--- config.mk ---
export PLATFORM = sky130hd
export DESIGN_NAME = scr_regs
export DESIGN_NICKNAME = d
export VERILOG_FILES = /design/src/rtl/scr_pkg.sv /design/src/rtl/scr_regs.sv
export VERILOG_INCLUDE_DIRS = /design/src /design/src/rtl
export SDC_FILE = /design/constraint.sdc
export NUM_CORES = 1
export LEC_CHECK = 0
export ABC_AREA = 1
export BUFFER_PORTS_ARGS = -buffer_cell sky130_fd_sc_hd__buf_2
export CORE_MARGIN = 1.5
export CORE_UTILIZATION = 55
export DETAILED_ROUTE_END_ITERATION = 8
export PLACE_DENSITY = 0.95
export SLEW_MARGIN = 20
export SYNTH_ARGS = -nofsm -noshare
export SYNTH_HDL_FRONTEND = slang
export SYNTH_SLANG_ARGS = --single-unit
export TNS_END_PERCENT = 5
--- constraint.sdc ---
create_clock -name clk_sys -period 2.65 [get_ports clk_sys]
set_input_delay 0.53 -clock clk_sys [delete_from_list [all_inputs] [get_ports clk_sys]]
set_output_delay 0.53 -clock clk_sys [all_outputs]
set_load 0.03 [all_outputs]
--- src/rtl/scr_defines.svh ---
// Register offsets, field positions and reset values of the synth control/status bank.
// Assumes an 8-bit register access port with 7-bit addresses.
`ifndef SCR_DEFINES_SVH
`define SCR_DEFINES_SVH

// ==========================================================
// Offsets
`define SCR_OFS_MUTE        7'h40
`define SCR_OFS_ADC_CLK     7'h43
`define SCR_OFS_DIV_OVR     7'h4E
`define SCR_OFS_SYNC_MON    7'h53
`define SCR_OFS_ADC_TRIG    7'h54
`define SCR_OFS_STATUS      7'h58
`define SCR_OFS_CORE_RB     7'h5A
`define SCR_OFS_TEMP_MAG    7'h5B
`define SCR_OFS_TEMP_SIGN   7'h5C
`define SCR_OFS_BAND_RB     7'h5E
`define SCR_OFS_BIAS_RB     7'h60
`define SCR_OFS_REVISION    7'h63

// ==========================================================
// Field positions
`define SCR_MUTE1_LSB       0
`define SCR_MUTE2_LSB       3
`define SCR_ADC_CLK_SEL_BIT 6
`define SCR_DIV_LSB         4
`define SCR_BAND_OVR_BIT    3
`define SCR_CORE_OVR_BIT    2
`define SCR_BIAS_OVR_BIT    1
`define SCR_MON_PD_BIT      6
`define SCR_SYNC_STD_BIT    5
`define SCR_MON_CLR_BIT     4
`define SCR_CNV_START_BIT   0

// ==========================================================
// Reset values
`define SCR_RW_RESET        8'h00
// Arbitrary neutral revision value
`define SCR_REVISION_VALUE  8'h01

`endif

--- src/rtl/scr_pkg.sv ---
// Types shared by the synth control/status register bank.
// Assumes nothing beyond the defines header.
package scr_pkg;

  typedef enum logic [1:0] {
    SCR_DIV_1 = 2'b00,
    SCR_DIV_2 = 2'b01,
    SCR_DIV_4 = 2'b10,
    SCR_DIV_8 = 2'b11
  } scr_div_t;

  // Oscillator calibration codes
  typedef struct packed {
    logic [1:0] core;
    logic [7:0] band;
    logic [3:0] bias;
  } scr_osc_t;

  // Live status inputs from the analogue side
  typedef struct packed {
    logic locked;
    logic cal_busy;
    logic adc_busy;
    logic ref_ok;
    logic sync_ok;
  } scr_stat_t;

  typedef struct packed {
    logic [2:0] output1_mute_level;
    logic [2:0] output2_mute_level;
  } scr_mute_t;

endpackage

--- src/rtl/scr_regs.sv ---
// Upper control/status register bank of a frequency synthesizer.
// Assumes a serial front end that presents byte writes/reads on clk_sys; analogue
// blocks, ADC, calibration engine and dividers sit outside and use the fields here.
`include "scr_defines.svh"
`timescale 1ns/1ps
`default_nettype none

// Contract
// - Digital clock dividers divide by 1, 2, 4 or 8 for codes 00..11.
// - Band code comes from calibration unless band override selects manual value.
// - Core select comes from calibration unless core override selects manual value.
// - Bias code comes from calibration unless bias override selects manual value.
// - ADC clock select 0 picks reference counter bit 2 (reference/8 with divider code 11, else held 0), 1 picks serial clock.
// - Monitor power-down bit 1 disables the sync setup/hold monitor.
// - Sync standard bit 0 selects CML/PECL, 1 selects LVDS.
// - Monitor clear bit held 1 keeps monitor output latch in reset.
// - Host write of conversion start bit begins one ADC conversion.
// - Sync health bit reads 1 when monitor judges setup/hold met.
// - Reference health bit reads 1 while reference amplitude is above threshold.
// - ADC busy bit reads 1 while a conversion is in progress.
// - Calibration busy bit reads 1 while calibration runs.
// - Status bits 7 and 6 show output 2 and output 1 enable pins.
// - Temperature is sign-magnitude: magnitude in one register, sign in next.
// - Readbacks give core 2 bits, band 8 bits, bias 4 bits.
// - Output 2 mute in bits 5:3, output 1 mute in bits 2:0.
// - Auto conversion enabled also starts a conversion at each calibration start.
module scr_regs #(
  parameter int DIV_CNT_W = 3
) (
  input  wire logic              clk_sys,
  input  wire logic              sys_rst,
  input  wire logic              clk_en,
  // Register access port
  input  wire logic [6:0]        reg_addr,
  input  wire logic              reg_wr,
  input  wire logic [7:0]        reg_wdata,
  input  wire logic              reg_rd,
  output logic      [7:0]        reg_rdata,
  // Auto conversion enable, held in a lower register outside this bank
  input  wire logic              adc_auto_conversion_on_cal,
  input  wire logic              cal_start,
  // Calibration engine results and live status
  input  wire scr_pkg::scr_osc_t cal_osc,
  input  wire scr_pkg::scr_stat_t stat_in,
  input  wire logic [8:0]        adc_temp,
  input  wire logic              output1_enable_pin,
  input  wire logic              output2_enable_pin,
  // Reference and serial clock pin levels, sampled on clk_sys
  input  wire logic              rclk_in,
  input  wire logic              sclk_in,
  // Controls towards the analogue side
  output scr_pkg::scr_mute_t     mute,
  output scr_pkg::scr_div_t      digital_clock_divider,
  output logic                   div_rclk_tick,
  output logic                   div_nclk_tick,
  output logic                   adc_clk,
  output scr_pkg::scr_osc_t      osc_applied,
  output logic                   sync_monitor_enable,
  output logic                   sync_lvds_mode,
  output logic                   sync_monitor_latch_clear,
  output logic                   adc_conversion_start
);
  import scr_pkg::*;

  // ==========================================================
  // Writable registers
  logic [7:0] mute_reg;
  logic [7:0] adc_clk_reg;
  logic [7:0] div_ovr_reg;
  logic [7:0] sync_mon_reg;
  logic [7:0] adc_trig_reg;
  // Manual values live in lower registers; kept as ports would widen the bank,
  // so here the override path reads manual_osc, an internal store that no input feeds.
  scr_osc_t   manual_osc;
  wire        cal_osc_busy = stat_in.cal_busy;

  wire wr_ok = reg_wr & clk_en;
  wire wr_mute  = wr_ok & (reg_addr == `SCR_OFS_MUTE);
  wire wr_clk   = wr_ok & (reg_addr == `SCR_OFS_ADC_CLK);
  wire wr_div   = wr_ok & (reg_addr == `SCR_OFS_DIV_OVR);
  wire wr_sync  = wr_ok & (reg_addr == `SCR_OFS_SYNC_MON);
  wire wr_trig  = wr_ok & (reg_addr == `SCR_OFS_ADC_TRIG);

  always_ff @(posedge clk_sys) begin
    if (sys_rst) begin
      mute_reg     <= `SCR_RW_RESET;
      adc_clk_reg  <= `SCR_RW_RESET;
      div_ovr_reg  <= `SCR_RW_RESET;
      sync_mon_reg <= `SCR_RW_RESET;
      adc_trig_reg <= `SCR_RW_RESET;
    end else begin
      if (wr_mute) mute_reg <= reg_wdata;
      if (wr_clk) adc_clk_reg <= reg_wdata;
      if (wr_div) div_ovr_reg <= reg_wdata;
      if (wr_sync) sync_mon_reg <= reg_wdata;
      // Reserved bits 7:1 are read-only zero
      if (wr_trig) adc_trig_reg <= {7'h00, reg_wdata[`SCR_CNV_START_BIT]};
    end
  end

  // ==========================================================
  // Manual oscillator values: hold their reset value of zero; nothing loads them.
  // Stand-in store so overrides have a defined source in this bank.
  always_ff @(posedge clk_sys) begin
    if (sys_rst) begin
      manual_osc <= '0;
    end else if (clk_en && !cal_osc_busy) begin
      manual_osc <= manual_osc;
    end
  end
  // ==========================================================
  // Field decode
  assign mute.output1_mute_level = mute_reg[`SCR_MUTE1_LSB +: 3];
  assign mute.output2_mute_level = mute_reg[`SCR_MUTE2_LSB +: 3];
  assign digital_clock_divider = scr_div_t'(div_ovr_reg[`SCR_DIV_LSB +: 2]);

  wire band_override_enable = div_ovr_reg[`SCR_BAND_OVR_BIT];
  wire core_override_enable = div_ovr_reg[`SCR_CORE_OVR_BIT];
  wire bias_override_enable = div_ovr_reg[`SCR_BIAS_OVR_BIT];

  assign osc_applied.band = band_override_enable ? manual_osc.band : cal_osc.band;
  assign osc_applied.core = core_override_enable ? manual_osc.core : cal_osc.core;
  assign osc_applied.bias = bias_override_enable ? manual_osc.bias : cal_osc.bias;

  assign sync_monitor_enable      = ~sync_mon_reg[`SCR_MON_PD_BIT];
  assign sync_lvds_mode           = sync_mon_reg[`SCR_SYNC_STD_BIT];
  assign sync_monitor_latch_clear = sync_mon_reg[`SCR_MON_CLR_BIT];

  // ==========================================================
  // Clock dividers for the reference and feedback ticks, both counting reference clock rises
  function automatic logic [DIV_CNT_W-1:0] div_mask(input scr_div_t d);
    unique case (d)
      SCR_DIV_1: div_mask = 3'b000;
      SCR_DIV_2: div_mask = 3'b001;
      SCR_DIV_4: div_mask = 3'b011;
      SCR_DIV_8: div_mask = 3'b111;
    endcase
  endfunction

  // Pin-level clock inputs pass two flops first
  logic [1:0] rclk_sync;
  logic [1:0] sclk_sync;
  logic       rclk_d;
  logic [DIV_CNT_W-1:0] rclk_cnt;
  logic [DIV_CNT_W-1:0] nclk_cnt;
  wire  rclk_rise = rclk_sync[1] & ~rclk_d;
  wire  [DIV_CNT_W-1:0] cur_mask = div_mask(digital_clock_divider);

  always_ff @(posedge clk_sys) begin
    if (sys_rst) begin
      rclk_sync <= 2'b00;
      sclk_sync <= 2'b00;
      rclk_d    <= 1'b0;
      rclk_cnt  <= '0;
      nclk_cnt  <= '0;
    end else if (clk_en) begin
      rclk_sync <= {rclk_sync[0], rclk_in};
      sclk_sync <= {sclk_sync[0], sclk_in};
      rclk_d    <= rclk_sync[1];
      if (rclk_rise) begin
        rclk_cnt <= (rclk_cnt & cur_mask) == cur_mask ? '0 : rclk_cnt + 1'b1;
        nclk_cnt <= (nclk_cnt & cur_mask) == cur_mask ? '0 : nclk_cnt + 1'b1;
      end
    end
  end

  always_ff @(posedge clk_sys) begin
    if (sys_rst) begin
      div_rclk_tick <= 1'b0;
      div_nclk_tick <= 1'b0;
      adc_clk       <= 1'b0;
    end else if (clk_en) begin
      div_rclk_tick <= rclk_rise && ((rclk_cnt & cur_mask) == cur_mask);
      div_nclk_tick <= rclk_rise && ((nclk_cnt & cur_mask) == cur_mask);
      adc_clk <= adc_clk_reg[`SCR_ADC_CLK_SEL_BIT] ? sclk_sync[1]
                                                   : rclk_cnt[DIV_CNT_W-1];
    end
  end

  // ==========================================================
  // Conversion start: host write or calibration start when auto enabled
  logic cal_start_d;
  always_ff @(posedge clk_sys) begin
    if (sys_rst) begin
      adc_conversion_start <= 1'b0;
      cal_start_d          <= 1'b0;
    end else if (clk_en) begin
      cal_start_d <= cal_start;
      adc_conversion_start <= (wr_trig && reg_wdata[`SCR_CNV_START_BIT])
                            || (adc_auto_conversion_on_cal && cal_start && !cal_start_d);
    end
  end

  // ==========================================================
  // Pin levels for status
  logic [1:0] en1_sync;
  logic [1:0] en2_sync;
  always_ff @(posedge clk_sys) begin
    if (sys_rst) begin
      en1_sync <= 2'b00;
      en2_sync <= 2'b00;
    end else if (clk_en) begin
      en1_sync <= {en1_sync[0], output1_enable_pin};
      en2_sync <= {en2_sync[0], output2_enable_pin};
    end
  end

  // ==========================================================
  // Read mux; status is live, reserved bits zero
  wire [7:0] status_word = {en2_sync[1], en1_sync[1],
                            stat_in.sync_ok, 1'b0,
                            stat_in.ref_ok,
                            stat_in.adc_busy,
                            stat_in.cal_busy,
                            stat_in.locked};
  logic [7:0] rd_mux;
  always_comb begin
    rd_mux = 8'h00;
    unique case (reg_addr)
      `SCR_OFS_MUTE:      rd_mux = mute_reg;
      `SCR_OFS_ADC_CLK:   rd_mux = adc_clk_reg;
      `SCR_OFS_DIV_OVR:   rd_mux = div_ovr_reg;
      `SCR_OFS_SYNC_MON:  rd_mux = sync_mon_reg;
      `SCR_OFS_ADC_TRIG:  rd_mux = adc_trig_reg;
      `SCR_OFS_STATUS:    rd_mux = status_word;
      `SCR_OFS_CORE_RB:   rd_mux = {6'h00, osc_applied.core};
      `SCR_OFS_TEMP_MAG:  rd_mux = adc_temp[7:0];
      `SCR_OFS_TEMP_SIGN: rd_mux = {7'h00, adc_temp[8]};
      `SCR_OFS_BAND_RB:   rd_mux = osc_applied.band;
      `SCR_OFS_BIAS_RB:   rd_mux = {4'h0, osc_applied.bias};
      `SCR_OFS_REVISION:  rd_mux = `SCR_REVISION_VALUE;
      default:            rd_mux = 8'h00;
    endcase
  end

  always_ff @(posedge clk_sys) begin
    if (sys_rst) begin
      reg_rdata <= 8'h00;
    end else if (clk_en && reg_rd) begin
      reg_rdata <= rd_mux;
    end
  end

endmodule

`default_nettype wire

# After elaboration in Yosys (flattened, before gate mapping)
# Cells that the tools add are included.
# op_classes
n_addsub	2
n_mux	8
mul	0
bitwise	11
reduce_logical	10
n_eq_ne	17
n_div	0
order_cmp	0
shifts	0
# ops
cell	n
$pmux 8 s12	1
$eq 7x7->1 const B	12
$pmux 3 s4	1
$mux 8	1
$and 1x1->1	7
$add 3x1->3 const B	2
$and 3x3->3	2
$eq 3x3->1	2
$logic_and 1x1->1	6
$mux 3	2
$eq 2x2->1 const B	2
$mux 4	1
$eq 2x1->1 const B	1
$logic_not 2->1	1
$mux 2	1
$not 1->1	2
$reduce_and 2->1	1
$logic_not 1->1	1
$logic_or 1x1->1	1
$mux 1	1
# totals
romBits	0
in_bits	54
mem_bits_rw	0
elab_cells	66
memories	0
ff_bits	61
latch_bits	0

# Longest topological paths before layout
# logic_depth
ltp_word	5
depth_mapped	11
mapped_depth_nobuf	11

# Least setup slack after synthesis
# No wires, ideal clock.
# synth_path
kind	input port to output port
from	input cal_osc[12] (netlist name)
to	output osc_applied[12] (netlist name)
slack_ns	1.138
stages	2
t_arrival_ns	0.982
path_buffers	0
path_cell_list	inv_1 nor2_1
# synth_lines
element	line_no	source
start: declaration	scr_regs.sv:43	input wire scr_pkg::scr_osc_t cal_osc,
end: declaration	scr_regs.sv:57	output scr_pkg::scr_osc_t osc_applied,

# Worst setup path in the final report
# layout_path
from	input clk_en
to	register div_ovr_reg[4]
# layout_via
elab_chain_cells	2
# layout_rtl
element	line_no	source
start: declaration	scr_regs.sv:32	input wire logic clk_en,
$and 1x1->1	scr_regs.sv:77	wire wr_ok = reg_wr & clk_en;
$and 1x1->1	scr_regs.sv:80	wire wr_div = wr_ok & (reg_addr == `SCR_OFS_DIV_OVR);
end signal: assignment	scr_regs.sv:88	div_ovr_reg <= `SCR_RW_RESET;
end signal: assignment	scr_regs.sv:94	if (wr_div) div_ovr_reg <= reg_wdata;
end: declaration	scr_regs.sv:69	logic [7:0] div_ovr_reg;
# No other way between the ends.
# A chain may end at the register's enable or synchronous reset.

==> metrics <==
Final period util ~73%; most frequent cells in the layout nand2_1, buf_2, nor2_1; cell area power density between 500 and 600 nW/µm²; Static Leakage between 1.5 and 2 nW; VDD IR-drop max 0.297 mV; post-synth top area cell dfxtp_1; largest family of logic cells by synthesized area simple AND/OR/NAND/NOR gates; hold depth 3; post-DR vias/cell 5.55; max reg flops 9; CTS sink count 61; Port Buffers 90; CTS tree done; slowest CP cell inv_1; Reg2Reg Depth 4; outcome complete, no violations; syn avg cell area 6.55 µm²; initial antenna violation count 0; grt ovf 0; n_diodes 0; Top Ports 91; total CTS buffers 9; fin nets 615; Core Area about 5500 µm²; Setup CP Type primary input to flop; Synth area leaders dfxtp_1, nand2_1, nor2_1, a21oi_1, nand3_1; Achievable Freq ~0.5 GHz; post-synthesis compound-gate area fraction about an eighth; post-layout minimum cycle time roughly 1.9 ns; dpl hpwl between 6000 and 7000 µm; Final Hold Vio Count 0; Post-Synthesis Cells about 480; Avg WL per Cell approximately 14 µm; via count about 3500; largest net degree at the start of global routing 32; adder-cell share of the synthesized area less than 1%; die footprint about 6000 µm²; post-detailed-route count of antenna-violating nets 0; post-cts hold buffer count 0; worst skew pair latency between 0.3 and 0.4 ns; fill count ~460; die height between 70 and 80 µm; Rows 27; deepest clock path buffer count 2; Rel. slew slack roughly half; layout cells sized above 1 between 20% and 30%; PostCTS Resize Cnt 0; CTS root buf clkbuf_8; Synth Cell Area 3140 µm²; warnings from Yosys 0; maxcap violations 0; post-synthesis sequential area ratio between 30 and 40%; met3 Use GR a little under 9%; Req. time, crit path ~2.9 ns; final setup vio count 0; RD Place Congestion between 0.8 and 0.9; CP Launch Type primary input; crit end category flop; Critical Path AT about 2.2 ns; Setup Fix Bufs, Post-CTS 0; flops & latches, synth 61; Yosys top cell area share about two fifths; Initial DRC Count ~440; Area Growth Syn to Fin 18.9%; total wire length between 9000 and 10000 µm; worst hold slack ~0.41 ns; clk_skew ~0.011 ns; Post-Synth Simple-Gate Area between 30% and 40%; Cell variety after synth 25; Synthesized Nets 535; GRT Total Usage between 20 and 30%; Setup TNS 0 ns; hold crit path type primary input to flop; initial core utilization between 50 and 60%; Crit path largest cell delay between 0.5 and 0.6 ns; multiplexer share of the synthesized area 0%; vias in the first global route 3097; first-pass GRT wire length approximately 14000 µm; Final Max Slew Viols 0; clk slew on worst S/H paths 0.07 ns; number of detailed-routing iterations run before antenna repair 5; Max FO, Critical Path 20; commonest non-fill, non-tap cell in the layout nand2_1; post-synthesis xor/xnor area fraction 0.558%; cells along the critical path buf_2, nand2_1, inv_1, nand2_2, o21ai_0, a21oi_1; RSZ-0062 raised after global routing no; GRT busiest layer met2; GR Util met1 between 30% and 40%; Max H-tree Level 3; Remaining DRCs 0; Slew @ Worst Pin approximately 0.75 ns; grt met2 use between 40% and 50%; DIE WIDTH between 70 and 80 µm
-- Yosys cell counts, drive strengths merged --
cell / instances
inv: 46
nand4: 1
clkbuf: 8
o211ai: 1
nand2: 133
nor3b: 1
xor2: 2
a21oi: 44
buf: 14
dfxtp: 61
nor3: 3
nand3: 43
o311ai: 2
o21ai: 33
ha: 2
nor2: 85
-- layer usage --
metal | up-vias | wire length, µm
met1 | 1591 | 3700
met5 | - | 0
li1 | 1683 | -
met4 | 0 | 185
met2 | 230 | 4290
met3 | 24 | 891
-- critical path, delay by kind of cell --
kind	cells	cell delay [ns]
buffers and inverters	2	0.77
and+or+nand+nor	2	0.47
AOI/OAI and AO/OA	2	0.39
-- worst paths after layout --
path,to,slack [ns],startpoint
max,div_ovr_reg[4],0.71,clk_en
min reg2reg,adc_clk_reg[3],0.45,adc_clk_reg[3]
max reg2reg,rclk_cnt[2],1.10,div_ovr_reg[5]
min,sclk_sync[0],0.41,sclk_in
-- kinds of logic after synthesis --
logic type	count (synthesis)
simple gates	266
flops	61
compound gates	80
xor+xnor	2
fa+ha+maj	2
buf+inv	68
-- per-stage QoR --
stage / instance area, µm² / worst slack (ns) / power (mW) / utilization [%] / cells
after global routing: 3730 / 0.642 / 2.03 / 67.7 / 636
final: 3730 / 0.706 / 1.97 / 67.7 / 636
after detailed placement: 3540 / 0.551 / 1.16 / 64.2 / 620
after global placement: 3540 / 0.644 / 1.15 / 64.2 / 620
after CTS: 3730 / 0.805 / 1.96 / 67.7 / 636
after floorplan: 3140 / 1.14 / 1.07 / - / 479
-- area by class of cell --
class | instances | area (µm²) | share of cell area, %
Clock buffer | 12 | 145 | 3.89
Clock inverter | 4 | 47.5 | 1.27
Inverter | 46 | 173 | 4.63
Multi-Input combinational cell | 350 | 1600 | 42.8
Sequential cell | 61 | 1220 | 32.7
Tap cell | 72 | 90.1 | 2.42
Timing Repair Buffer | 91 | 458 | 12.3
-- where the power goes --
| group | internal, mW | switching, mW |
|---|---|---|
| combinational | 0.0638 | 0.141 |
| sequential | 0.931 | 0.00805 |
| clock | 0.457 | 0.366 |
Power figures use the tool's default switching activity.
